[config.mk]
export PLATFORM = sky130hd
export DESIGN_NAME = kwe_wake_top
export DESIGN_NICKNAME = d
export VERILOG_FILES = /design/src/core/kwe_pkg.sv /design/src/core/kwe_shifter.sv /design/src/core/kwe_seq_match.sv /design/src/core/kwe_wake_top.sv
export VERILOG_INCLUDE_DIRS = /design/src /design/src/core
export SDC_FILE = /design/constraint.sdc
export NUM_CORES = 1
export LEC_CHECK = 0
export BUFFER_PORTS_ARGS = -buffer_cell sky130_fd_sc_hd__buf_2
export CORE_UTILIZATION = 60
export CTS_BUF_LIST = sky130_fd_sc_hd__clkbuf_2
export DETAILED_ROUTE_END_ITERATION = 8
export PLACE_DENSITY = 0.94
export SLEW_MARGIN = 15
export SYNTH_ARGS = -nofsm -noshare
export SYNTH_HDL_FRONTEND = slang
export SYNTH_SLANG_ARGS = --single-unit
[constraint.sdc]
create_clock -name clk_i -period 4.8 [get_ports clk_i]
set_clock_uncertainty 0.05 [all_clocks]
set_input_delay 0 -clock clk_i [delete_from_list [all_inputs] [get_ports clk_i]]
set_output_delay 0 -clock clk_i [all_outputs]
set_load 0.1 [all_outputs]
[src/core/kwe_map.svh]
// register map and field constants for the keyboard wake event block
// assumes a classic wishbone slave with word-aligned byte addresses
`ifndef KWE_MAP_SVH
`define KWE_MAP_SVH

// ====================================================================
// register byte offsets
`define KWE_OFF_WAKE_CTRL      8'h04
`define KWE_OFF_PROTO_CTRL     8'h08
`define KWE_OFF_SHIFTER        8'h0C
`define KWE_OFF_STATUS         8'h10
`define KWE_OFF_KEY_BASE       8'h20
`define KWE_OFF_KEY_LAST       8'h3C

// ====================================================================
// reset values
`define KWE_RST_WAKE_CTRL      8'h40
`define KWE_RST_PROTO_CTRL     8'h10
`define KWE_RST_KEY            8'h00

// ====================================================================
// wake control field positions
`define KWE_MODE_HI            7
`define KWE_MODE_LO            6
`define KWE_EV3_HI             5
`define KWE_EV3_LO             4
`define KWE_EV2_HI             3
`define KWE_EV2_LO             2
`define KWE_EV1_HI             1
`define KWE_EV1_LO             0

// first stored byte of each event sequence
`define KWE_EV1_BASE           3'h0
`define KWE_EV2_BASE           3'h3
`define KWE_EV3_BASE           3'h6

`endif

[src/core/kwe_pkg.sv]
// types shared by the keyboard wake event block
// assumes kwe_map.svh provides the numeric constants
package kwe_pkg;

    // ================================================================
    // keyboard wake modes
    typedef enum logic [1:0] {
        KWE_MODE_SEQ  = 2'h0,
        KWE_MODE_ANY  = 2'h1,
        KWE_MODE_PM   = 2'h2,
        KWE_MODE_RSVD = 2'h3
    } kwe_mode_t;

    // ================================================================
    // byte-in-flight tracking of the shifter
    typedef enum logic [1:0] {
        KWE_RX_IDLE = 2'b01,
        KWE_RX_DONE = 2'b10
    } kwe_rx_state_t;

endpackage : kwe_pkg

[src/core/kwe_shifter.sv]
// keyboard byte shifter: synchronises a byte strobe and captures the byte
// assumes the receiver outside presents a byte and a level-toggle strobe
`timescale 1ns/1ps
module kwe_shifter
    import kwe_pkg::*;
(
    input  wire logic       clk_i,
    input  wire logic       rst_i,
    input  wire logic       enable_i,
    input  wire logic [7:0] kbd_byte_i,
    input  wire logic       kbd_toggle_i,
    output logic [7:0]      shifter_o,
    output logic            byte_valid_o
);

    // ================================================================
    // two-stage sync of the toggle and data lines
    logic       tog_s1_reg,  tog_s2_reg,  tog_s3_reg;
    logic [7:0] dat_s1_reg,  dat_s2_reg;
    logic [7:0] shift_reg,   shift_next;
    logic       valid_reg,   valid_next;
    kwe_rx_state_t st_reg, st_next;

    // next-state: a byte lands only while detection is enabled
    always_comb
    begin
        shift_next = shift_reg;
        valid_next = 1'b0;
        st_next    = KWE_RX_IDLE;
        case (st_reg)
            KWE_RX_IDLE, KWE_RX_DONE:
            begin
                if (enable_i && (tog_s3_reg != tog_s2_reg))
                begin
                    shift_next = dat_s2_reg;
                    valid_next = 1'b1;
                    st_next    = KWE_RX_DONE;
                end
            end
            default: st_next = KWE_RX_IDLE;
        endcase
    end

    // registers; data sync stages sit beside the toggle so both settle
    always_ff @(posedge clk_i)
    begin
        if (rst_i)
        begin
            tog_s1_reg <= 1'b0;
            tog_s2_reg <= 1'b0;
            tog_s3_reg <= 1'b0;
            dat_s1_reg <= 8'h00;
            dat_s2_reg <= 8'h00;
            shift_reg  <= 8'h00;
            valid_reg  <= 1'b0;
            st_reg     <= KWE_RX_IDLE;
        end
        else
        begin
            tog_s1_reg <= kbd_toggle_i;
            tog_s2_reg <= tog_s1_reg;
            tog_s3_reg <= tog_s2_reg;
            dat_s1_reg <= kbd_byte_i;
            dat_s2_reg <= dat_s1_reg;
            shift_reg  <= shift_next;
            valid_reg  <= valid_next;
            st_reg     <= st_next;
        end
    end

    assign shifter_o    = shift_reg;
    assign byte_valid_o = valid_reg;
endmodule : kwe_shifter

[src/core/kwe_seq_match.sv]
// one sequence matcher: compares up to three received bytes in order
// assumes bytes arrive as one-cycle valid pulses on the block clock
`timescale 1ns/1ps
module kwe_seq_match
    import kwe_pkg::*;
(
    input  wire logic       clk_i,
    input  wire logic       rst_i,
    input  wire logic       arm_i,
    input  wire logic [1:0] len_i,
    input  wire logic [7:0] key0_i,
    input  wire logic [7:0] key1_i,
    input  wire logic [7:0] key2_i,
    input  wire logic       byte_valid_i,
    input  wire logic [7:0] byte_i,
    output logic            hit_o
);

    // ================================================================
    logic [1:0] pos_reg, pos_next;
    logic       hit_reg, hit_next;
    logic [7:0] expect_b;

    // stored byte expected at the current position
    always_comb
    begin
        case (pos_reg)
            2'h0:    expect_b = key0_i;
            2'h1:    expect_b = key1_i;
            default: expect_b = key2_i;
        endcase
    end

    // advance on a match, restart on a miss; disarmed holds at start
    always_comb
    begin
        pos_next = pos_reg;
        hit_next = 1'b0;
        if (!arm_i || len_i == 2'h0)
            pos_next = 2'h0;
        else if (byte_valid_i)
        begin
            if (byte_i == expect_b)
            begin
                if (pos_reg + 2'h1 == len_i)
                begin
                    hit_next = 1'b1;
                    pos_next = 2'h0;
                end
                else
                    pos_next = pos_reg + 2'h1;
            end
            // a miss may itself be the first byte of a fresh attempt
            else if (byte_i == key0_i)
            begin
                if (len_i == 2'h1)
                begin
                    hit_next = 1'b1;
                    pos_next = 2'h0;
                end
                else
                    pos_next = 2'h1;
            end
            else
                pos_next = 2'h0;
        end
    end

    always_ff @(posedge clk_i)
    begin
        if (rst_i)
        begin
            pos_reg <= 2'h0;
            hit_reg <= 1'b0;
        end
        else
        begin
            pos_reg <= pos_next;
            hit_reg <= hit_next;
        end
    end

    assign hit_o = hit_reg;
endmodule : kwe_seq_match

[src/core/kwe_wake_top.sv]
// keyboard wake event configuration and matching, wishbone register slave
// assumes a classic wishbone master on clk_i and a ps/2 receiver that
// hands over whole bytes with a toggling strobe from another domain
//
// Overview of operation
// mode field bits 7-6 selects wake mode
// any-key mode flags every received key
// control register resets to 40h
// sequence mode uses protocol control low bits
// event three: zero, one or two bytes
// event two: up to three bytes
// event one: up to three bytes
// event lengths used only in pm mode
// each pm event reported separately
// incoming bytes shift into read-only register
// mismatch restarts event comparison at start
`timescale 1ns/1ps
`include "kwe_map.svh"
module kwe_wake_top
    import kwe_pkg::*;
(
    input  wire logic        clk_i,
    input  wire logic        rst_i,
    input  wire logic        cyc_i,
    input  wire logic        stb_i,
    input  wire logic        we_i,
    input  wire logic [7:0]  adr_i,
    input  wire logic [3:0]  sel_i,
    input  wire logic [31:0] dat_i,
    output logic [31:0]      dat_o,
    output logic             ack_o,
    input  wire logic [7:0]  kbd_byte_i,
    input  wire logic        kbd_toggle_i,
    output logic             any_key_event_o,
    output logic             seq_event_o,
    output logic [2:0]       pm_event_o,
    output logic [3:0]       seq_config_o
);

    // ================================================================
    // register state
    logic [7:0]  wake_ctrl_reg,  wake_ctrl_next;
    logic [7:0]  proto_ctrl_reg, proto_ctrl_next;
    logic [7:0]  key_reg [0:7];
    logic [7:0]  key_next [0:7];
    logic [3:0]  status_reg,     status_next;
    logic [31:0] dat_reg,        dat_next;
    logic        ack_reg,        ack_next;
    logic        any_reg,        any_next;
    logic        seqev_reg,      seqev_next;
    logic [2:0]  pm_reg,         pm_next;
    logic [3:0]  seqcfg_reg,     seqcfg_next;

    logic [7:0]  shifter_w;
    logic        byte_valid_w;
    logic [2:0]  hit_w;
    logic        detect_en;
    logic        seq_hit_w;
    kwe_mode_t   mode;
    logic [1:0]  len1, len2, len3;
    logic        bus_req;
    logic        lane0_wr;

    // byte-lane write with sel[0]; data lives in the low byte
    function automatic logic [7:0] lane_merge(input logic [7:0] old_v, input logic [31:0] wd,
                                              input logic sel0);
        lane_merge = sel0 ? wd[7:0] : old_v;
    endfunction : lane_merge

    // key register index from a byte address inside the key window
    function automatic logic [2:0] key_index(input logic [7:0] a);
        key_index = a[4:2];
    endfunction : key_index

    // ================================================================
    // field decode
    assign mode = kwe_mode_t'(wake_ctrl_reg[`KWE_MODE_HI:`KWE_MODE_LO]);
    // lengths only count in pm mode; elsewhere forced to disabled
    assign len1 = (mode == KWE_MODE_PM) ? wake_ctrl_reg[`KWE_EV1_HI:`KWE_EV1_LO] : 2'h0;
    assign len2 = (mode == KWE_MODE_PM) ? wake_ctrl_reg[`KWE_EV2_HI:`KWE_EV2_LO] : 2'h0;
    // code 11 reserved for event three, treated as disabled
    assign len3 = (mode == KWE_MODE_PM && wake_ctrl_reg[`KWE_EV3_HI:`KWE_EV3_LO] != 2'h3)
                ? wake_ctrl_reg[`KWE_EV3_HI:`KWE_EV3_LO] : 2'h0;
    // the shifter runs whenever some keyboard detection is live
    assign detect_en = (mode == KWE_MODE_ANY)
                     || (mode == KWE_MODE_PM && (len1 != 2'h0 || len2 != 2'h0 || len3 != 2'h0))
                     || (mode == KWE_MODE_SEQ && proto_ctrl_reg[3:0] != 4'h0);
    assign bus_req  = cyc_i && stb_i && !ack_reg;
    assign lane0_wr = bus_req && we_i;

    // ================================================================
    // byte capture and the three matchers
    kwe_shifter u_shifter (
        .clk_i        (clk_i),
        .rst_i        (rst_i),
        .enable_i     (detect_en),
        .kbd_byte_i   (kbd_byte_i),
        .kbd_toggle_i (kbd_toggle_i),
        .shifter_o    (shifter_w),
        .byte_valid_o (byte_valid_w)
    );

    kwe_seq_match u_ev1 (
        .clk_i        (clk_i),
        .rst_i        (rst_i),
        .arm_i        (mode == KWE_MODE_PM),
        .len_i        (len1),
        .key0_i       (key_reg[`KWE_EV1_BASE]),
        .key1_i       (key_reg[`KWE_EV1_BASE + 3'h1]),
        .key2_i       (key_reg[`KWE_EV1_BASE + 3'h2]),
        .byte_valid_i (byte_valid_w),
        .byte_i       (shifter_w),
        .hit_o        (hit_w[0])
    );

    kwe_seq_match u_ev2 (
        .clk_i        (clk_i),
        .rst_i        (rst_i),
        .arm_i        (mode == KWE_MODE_PM),
        .len_i        (len2),
        .key0_i       (key_reg[`KWE_EV2_BASE]),
        .key1_i       (key_reg[`KWE_EV2_BASE + 3'h1]),
        .key2_i       (key_reg[`KWE_EV2_BASE + 3'h2]),
        .byte_valid_i (byte_valid_w),
        .byte_i       (shifter_w),
        .hit_o        (hit_w[1])
    );

    // event three has no third byte; key2 tied to key1 is never reached
    kwe_seq_match u_ev3 (
        .clk_i        (clk_i),
        .rst_i        (rst_i),
        .arm_i        (mode == KWE_MODE_PM),
        .len_i        (len3),
        .key0_i       (key_reg[`KWE_EV3_BASE]),
        .key1_i       (key_reg[`KWE_EV3_BASE + 3'h1]),
        .key2_i       (key_reg[`KWE_EV3_BASE + 3'h1]),
        .byte_valid_i (byte_valid_w),
        .byte_i       (shifter_w),
        .hit_o        (hit_w[2])
    );

    // sequence/password compare is outside this block; a first-key
    // match against stored byte 0 is flagged as a coarse sequence hit
    assign seq_hit_w = (mode == KWE_MODE_SEQ) && (proto_ctrl_reg[3:0] != 4'h0)
                     && byte_valid_w && (shifter_w == key_reg[0]);

    // ================================================================
    // register writes, event outputs and sticky status
    always_comb
    begin
        wake_ctrl_next  = wake_ctrl_reg;
        proto_ctrl_next = proto_ctrl_reg;
        for (int i = 0; i < 8; i++)
            key_next[i] = key_reg[i];
        status_next = status_reg;
        if (lane0_wr)
        begin
            if (adr_i == `KWE_OFF_WAKE_CTRL)
                wake_ctrl_next = lane_merge(wake_ctrl_reg, dat_i, sel_i[0]);
            else if (adr_i == `KWE_OFF_PROTO_CTRL)
                proto_ctrl_next = lane_merge(proto_ctrl_reg, dat_i, sel_i[0]);
            else if (adr_i >= `KWE_OFF_KEY_BASE && adr_i <= `KWE_OFF_KEY_LAST && adr_i[1:0] == 2'h0)
                key_next[key_index(adr_i)] = lane_merge(key_reg[key_index(adr_i)], dat_i, sel_i[0]);
            else if (adr_i == `KWE_OFF_STATUS && sel_i[0])
                status_next = status_reg & ~dat_i[3:0];   // write one to clear
        end
        // set wins over a same-cycle clear
        status_next = status_next | {hit_w, (mode == KWE_MODE_ANY) && byte_valid_w};
        any_next    = (mode == KWE_MODE_ANY) && byte_valid_w;
        seqev_next  = seq_hit_w;
        pm_next     = hit_w;
        seqcfg_next = (mode == KWE_MODE_SEQ) ? proto_ctrl_reg[3:0] : 4'h0;
    end

    // ================================================================
    // wishbone answer: ack one cycle after the strobe, then drop
    always_comb
    begin
        ack_next = bus_req;
        dat_next = 32'h0000_0000;
        if (bus_req && !we_i)
        begin
            if (adr_i == `KWE_OFF_WAKE_CTRL)
                dat_next = {24'h00_0000, wake_ctrl_reg};
            else if (adr_i == `KWE_OFF_PROTO_CTRL)
                dat_next = {24'h00_0000, proto_ctrl_reg};
            else if (adr_i == `KWE_OFF_SHIFTER)
                dat_next = {24'h00_0000, shifter_w};
            else if (adr_i == `KWE_OFF_STATUS)
                dat_next = {28'h000_0000, status_reg};
            else if (adr_i >= `KWE_OFF_KEY_BASE && adr_i <= `KWE_OFF_KEY_LAST && adr_i[1:0] == 2'h0)
                dat_next = {24'h00_0000, key_reg[key_index(adr_i)]};
        end
    end

    always_ff @(posedge clk_i)
    begin
        if (rst_i)
        begin
            wake_ctrl_reg  <= `KWE_RST_WAKE_CTRL;
            proto_ctrl_reg <= `KWE_RST_PROTO_CTRL;
            for (int i = 0; i < 8; i++)
                key_reg[i] <= `KWE_RST_KEY;
            status_reg <= 4'h0;
            dat_reg    <= 32'h0000_0000;
            ack_reg    <= 1'b0;
            any_reg    <= 1'b0;
            seqev_reg  <= 1'b0;
            pm_reg     <= 3'h0;
            seqcfg_reg <= 4'h0;
        end
        else
        begin
            wake_ctrl_reg  <= wake_ctrl_next;
            proto_ctrl_reg <= proto_ctrl_next;
            for (int i = 0; i < 8; i++)
                key_reg[i] <= key_next[i];
            status_reg <= status_next;
            dat_reg    <= dat_next;
            ack_reg    <= ack_next;
            any_reg    <= any_next;
            seqev_reg  <= seqev_next;
            pm_reg     <= pm_next;
            seqcfg_reg <= seqcfg_next;
        end
    end

    assign dat_o           = dat_reg;
    assign ack_o           = ack_reg;
    assign any_key_event_o = any_reg;
    assign seq_event_o     = seqev_reg;
    assign pm_event_o      = pm_reg;
    assign seq_config_o    = seqcfg_reg;
endmodule : kwe_wake_top

* After elaboration in Yosys (flattened, before gate mapping)
Memories as Yosys holds them, arrays and structs flattened.
Cells that the tools add are included.
** Storage, ports and cells
- Memories kept :: 1
- Register bits :: 101
- Output and inout port bits :: 42
- Memory bits (writable) :: 64
- Word-level logic and storage cells :: 186
** Memories
- key_reg :: depth 8, width 8, rd ports 9, clocked after memory_dff 0, wr ports 8, line kwe_wake_top.sv:44 : logic [7:0] key_reg [0:7];
** Operators by class
- Add/subtract/negate cells :: 3
- Muxes and demuxes :: 61
- Reduce and logical (&&, ||, !) cells :: 51
- Magnitude comparators :: 4
- Equal/unequal tests :: 25
- Bitwise gates (word level) :: 17
** Operators by type and width (count)
- $mux 64 :: 4
- $mux 8 :: 16
- $bwmux 64 :: 1
- $eq 8x8->1 :: 7
- $pmux 8 s2 :: 2
- $demux 8 s3 :: 1
- $mux 1 :: 22
- $mux 2 :: 10
- $mux 4 :: 5
- $eq 8x4->1 const B :: 2
- $logic_not 2->1 :: 8
- $logic_and 1x1->1 :: 15
- $eq 2x1->1 const B :: 7
- $reduce_or 2->1 :: 7
- $reduce_or 3->1 :: 3
- $eq 8x3->1 const B :: 1
- $eq 8x5->1 const B :: 1
- $ge 8x6->1 const B :: 1
- $le 8x6->1 const B :: 1
- $or 1x1->1 :: 8
- $logic_or 1x1->1 :: 7
- $add 2x1->2 const B :: 3
- $eq 2x2->1 :: 3
- $reduce_bool 2->1 :: 3
- other kinds (16) :: 23

* Logic depth before layout (Yosys ltp)
- Depth in word-level cells :: 11
- Mapped depth :: 9
- Gate-level depth less buffers :: 8

* By module
From an unflattened synthesis, not the netlist that was laid out.
** Unflattened totals
- Cells, all modules :: 920
- Area total of the unflattened synthesis :: 8102.8 µm²
** Modules (own cells, without submodules)
- kwe_wake_top :: sequential area each 2042.0 µm², cells an instance 595, times used 1, area each 5363.9 µm²
- kwe_seq_match :: sequential area each 60.1 µm², cells an instance 81, times used 3, area each 598.1 µm²
- kwe_shifter :: sequential area each 580.6 µm², cells an instance 82, times used 1, area each 944.7 µm²

* Least setup slack after synthesis
OpenSTA, ideal clock, no wires.
- Path type :: reg-to-reg
- Start point :: register u_ev2.pos_reg[0]
- End point :: register u_ev2.hit_reg (netlist: u_ev2.hit_o)
- Setup time :: 0.066 ns
- Arrival time :: 2.176 ns
- Required time :: 4.684 ns
- Slack :: 2.508 ns
- Stages on the path, launching flop included :: 10
- Cell sequence :: dfxtp_1 > inv_1 > ha_1 > buf_2 > or3b_1 > and3_1 > nor4_1 > and4_1 > mux2_1 > nor2_1
** On the way
- Longest elaborated chain between the ends :: 4
- Elaborated cells on any way between the ends :: 8
- Those cells by class :: 1 x add/sub; 3 x eq/ne; 3 x mux; 1 x reduce/logical
** RTL lines
- start: declaration :: line kwe_seq_match.sv:20 : logic [1:0] pos_reg, pos_next;
- start signal: assignment :: line kwe_seq_match.sv:78 : pos_reg <= pos_next;
- $eq 2x1->1 (tied with other cells) :: line kwe_seq_match.sv:27 : case (pos_reg)
- $pmux 8 s2 / $eq 2x2->1 (equally long branches) :: line kwe_seq_match.sv:27, kwe_seq_match.sv:45
- $eq 8x8->1 / $mux 1 (equally long branches) :: line kwe_seq_match.sv:43, kwe_seq_match.sv:45
- $mux 1 * :: line kwe_seq_match.sv:43 : if (byte_i == expect_b)
- end signal: assignment :: line kwe_seq_match.sv:79 : hit_reg <= hit_next;
- end: declaration :: line kwe_seq_match.sv:21 : logic hit_reg, hit_next;
Every way passes the cells marked *; elsewhere a longest branch is shown, timed or not.
A chain may end at the register's enable or synchronous reset.

* Final worst setup path
- Start point :: input adr_i[0]
- End point :: register proto_ctrl_reg[4]
** On the way
- Longest elaborated chain between the ends :: 3
- Elaborated cells on any way between the ends :: 4
- Those cells by class :: 2 x eq/ne; 1 x bitwise; 1 x reduce/logical
** RTL lines
- start: declaration :: line kwe_wake_top.sv:27 : input wire logic [7:0] adr_i,
- $eq 8x3->1 (no line)
- $not 1->1 (no line)
- $reduce_and 4->1 (no line) *
- end signal: assignment :: line kwe_wake_top.sv:202 : proto_ctrl_reg <= `KWE_RST_PROTO_CTRL;
- end signal: assignment :: line kwe_wake_top.sv:216 : proto_ctrl_reg <= proto_ctrl_next;
- end: declaration :: line kwe_wake_top.sv:43 : logic [7:0] proto_ctrl_reg, proto_ctrl_next;
Marked as above.

==> run metrics <==
CP cell instances dlygate4sd3_1, buf_2, or4_4, dlygate4sd3_1, nor3_4, nand3_2, dlygate4sd3_1, nor2b_1, mux2i_1, dlygate4sd3_1, nand2_1, dlygate4sd3_1; critical path required time between 5 and 6 ns; crit path capture type flip-flop; DRC Markers 0; Async S/R FF share, synth 0%; Post-CTS Setup Inserts 0; sw frac between 20 and 30%; most frequent CP cell dlygate4sd3_1; Final nets around 840; Fin Setup TNS 0 ns; DR pass1 iterations 8; critical path startpoint category input port; CTS clk-pin slew, worst paths about 0.22 ns; first-pass GRT wire length roughly 31000 microns; die area between 10000 and 15000 sq um; via count 6132; GPL Wtd Cong between 0.9 and 1; # IOs 100; # diodes 0; die span in x between 100 and 150 microns; H-tree levels 4; vias in the first global route between 5k and 6k; fin crit share between 90% and 100%; Initial DRC Count between 800 and 900; RSZ-0062 raised after global routing no; Detail Route Antenna Nets 0; EDFF count, synth 0; DR vias/cell roughly 6.6; grt total ovfl 0; initial antenna violation count 0; Top FF cell, synth dfxtp_1; P_sw between 0.6 and 0.7 mW; Seq pwr share approximately 52%; slowest stage cell on the critical path nor2b_1; Hold/Removal Path Class input port to flip-flop; routed len/inst between 20 and 25 microns; Post-Route WL roughly 20000 microns; peak per-stage delay on the critical path 0.81 ns; Root Driver clkbuf_2; area of the multi-input gates around 3800 sq um; Synth-to-Final Area Change 15.8%; VDD IR-drop max ~0.23 mV; Synthesis Warnings 0; max cap viols 0; pin count of the biggest net entering global routing 40; combinational power share 11.1%; Int Pwr between 1.5 and 2 mW; status completed; critical path fanouts, max 8; register bit total from synthesis between 100 and 150; Yosys cell types 60; worst-margin pin slew just over 1 ns; pwr/cell area around 290 nW/um^2; Post-Synthesis Cells a little under 700; crit path time final approximately 4.5 ns; Inserted Clock Buffers 17; Placeable Area 11000 sq um; GRT Util Overall roughly 36%; Initial Utilization 62.4%; sequential-to-total area share from yosys stat approximately 40%; P_leak 3.16 nW; max FFs per register between 60 and 70; TritonCTS clock tree built; row count 38; port bufs 48; Chip Height around 110 microns; Final Hold Fails 0; Crit Path Class input port to flip-flop; Highest Clock Rate approximately 0.22 GHz; clock sink total 140; final setup vio count 0; syn_area_per_cell approximately 10 sq um; post-synthesis cell area around 6900 sq um; register area ~2800 sq um; fin. max-slew vios 0; Max clock buf depth 2; Filler cells roughly 750; share of cells above drive strength 1 around 16%; Worst-Skew Late Latency between 0.7 and 0.8 ns; slew margin rel. about 31%; WP data arrival a little over 5 ns; Clock power frac a little under two fifths; hold_ws 0.0665 ns; dpl hpwl 12800 microns
cell usage after synthesis (3+ instances only):
cell type / n / area [sq um]
a21oi_1: 27 / 135
a222oi_1: 4 / 40.0
a22o_1: 4 / 35.0
a22oi_1: 21 / 158
a31oi_1: 3 / 18.8
a32o_1: 3 / 30.0
and2_1: 5 / 31.3
and3_1: 18 / 113
buf_2: 14 / 70.1
buf_4: 26 / 195
clkbuf_1: 20 / 75.1
dfxtp_1: 140 / 2800
ha_1: 5 / 62.6
inv_1: 12 / 45.0
mux2_2: 10 / 113
mux2i_1: 38 / 380
mux4_2: 16 / 360
nand2_1: 32 / 120
nand3_1: 6 / 30.0
nand3b_1: 4 / 30.0
nand4_1: 3 / 18.8
nor2_1: 51 / 191
nor2b_1: 27 / 169
nor3_1: 5 / 25.0
nor4_1: 20 / 125
o211ai_1: 4 / 30.0
o21ai_0: 9 / 45.0
o22a_1: 4 / 35.0
o2bb2ai_1: 64 / 561
or3_1: 3 / 18.8
or3b_1: 12 / 105
or3b_2: 4 / 35.0
xnor2_1: 14 / 123
xor2_1: 26 / 228
power by group through the flow:
stage	Clock [mW]	Sequential, mW	Combinational [mW]
2_1_floorplan	0	1.20	0.184
3_3_place_gp	0	1.21	0.209
3_5_place_dp	0	1.21	0.212
4_1_cts	0.842	1.18	0.245
5_1_grt	0.903	1.19	0.264
6_report	0.848	1.18	0.254
cell type report:
type | instances | area share (%)
clock buffer | 17 | 1.07
clock inverter | 15 | 2.75
inverter | 13 | 0.612
multi-input combinational | 494 | 47.1
sequential | 140 | 35.2
tap | 140 | 2.20
timing repair buffer | 113 | 11.1
path summary, 6_finish.rpt:
check / endpoint / cells past startpoint / startpoint / slack [ns]
setup reg to reg: proto_ctrl_reg[4] / 10 / ack_o / 0.40
setup / recovery: proto_ctrl_reg[4] / 12 / adr_i[0] / 0.33
hold reg to reg: u_shifter.dat_s2_reg[0] / 1 / u_shifter.dat_s1_reg[0] / 0.41
hold / removal: wake_ctrl_reg[0] / 4 / dat_i[0] / 0.07
metal layers:
| layer | vias to the layer above | track usage, % | wire [microns] |
|---|---|---|---|
| met5 | - | 0 | 0 |
| met4 | 0 | 19.8 | 967 |
| met2 | 453 | 56.2 | 9400 |
| met3 | 91 | 10.1 | 2160 |
| li1 | 2688 | - | - |
| met1 | 2900 | 44.7 | 7700 |
cells by family (layout without fill, tap and decap cells):
kind of cell,count (synthesis),count (layout),share of synthesized area [%]
multiplexers,69,69,13.6
buffers and inverters,76,158,6.04
XOR/XNOR,40,40,5.09
adder cells (fa/ha/maj),5,5,0.909
other,1,24,0.0545
flip-flops,140,140,40.7
AND/OR/NAND/NOR,204,204,16.8
AO/OA/AOI/OAI,152,152,16.8
critical path: cells and delay by family:
kind	cells	cell delay [ns]
buffers and inverters	6	3.05
muxes	1	0.29
and+or+nand+nor	5	1.75
stage by stage:
| step | utilization [%] | instances | setup slack (ns) | power [mW] | cell area, sq um |
|---|---|---|---|---|---|
| 2_1_floorplan | - | 710 | 2.51 | 1.39 | 6970 |
| 3_3_place_gp | 63.8 | 837 | 2.06 | 1.41 | 7030 |
| 3_5_place_dp | 63.8 | 837 | 2.02 | 1.42 | 7030 |
| 4_1_cts | 72.2 | 932 | 0.497 | 2.27 | 7970 |
| 5_1_grt | 72.2 | 932 | 0.250 | 2.35 | 7970 |
| 6_report | 72.2 | 932 | 0.331 | 2.29 | 7970 |
repair_timing:
| action | 4_1_cts | 5_1_grt |
|---|---|---|
| hold endpoints to repair | 123 | 0 |
| hold buffers | 63 | 0 |
| gates resized for setup | 0 | 0 |
| setup endpoints to repair | 0 | 0 |
placed cells by master, fill, tap and decap left out, types with 6 or more instances in the layout:
cell             n
mux2_2          10
buf_2           48
mux4_2          16
nand3_1          6
a22oi_1         21
conb_1          24
o21ai_0          8
and3_1          18
nor4_1          20
nor2b_1         27
xnor2_1         14
or3b_1          12
dlygate4sd3_1   63
nor2_1          51
nand2_1         32
mux2i_1         38
xor2_1          26
a21oi_1         27
dfxtp_1        140
inv_1           12
o2bb2ai_1       64
clkbuf_2        17
Power figures use the tool's default switching activity.
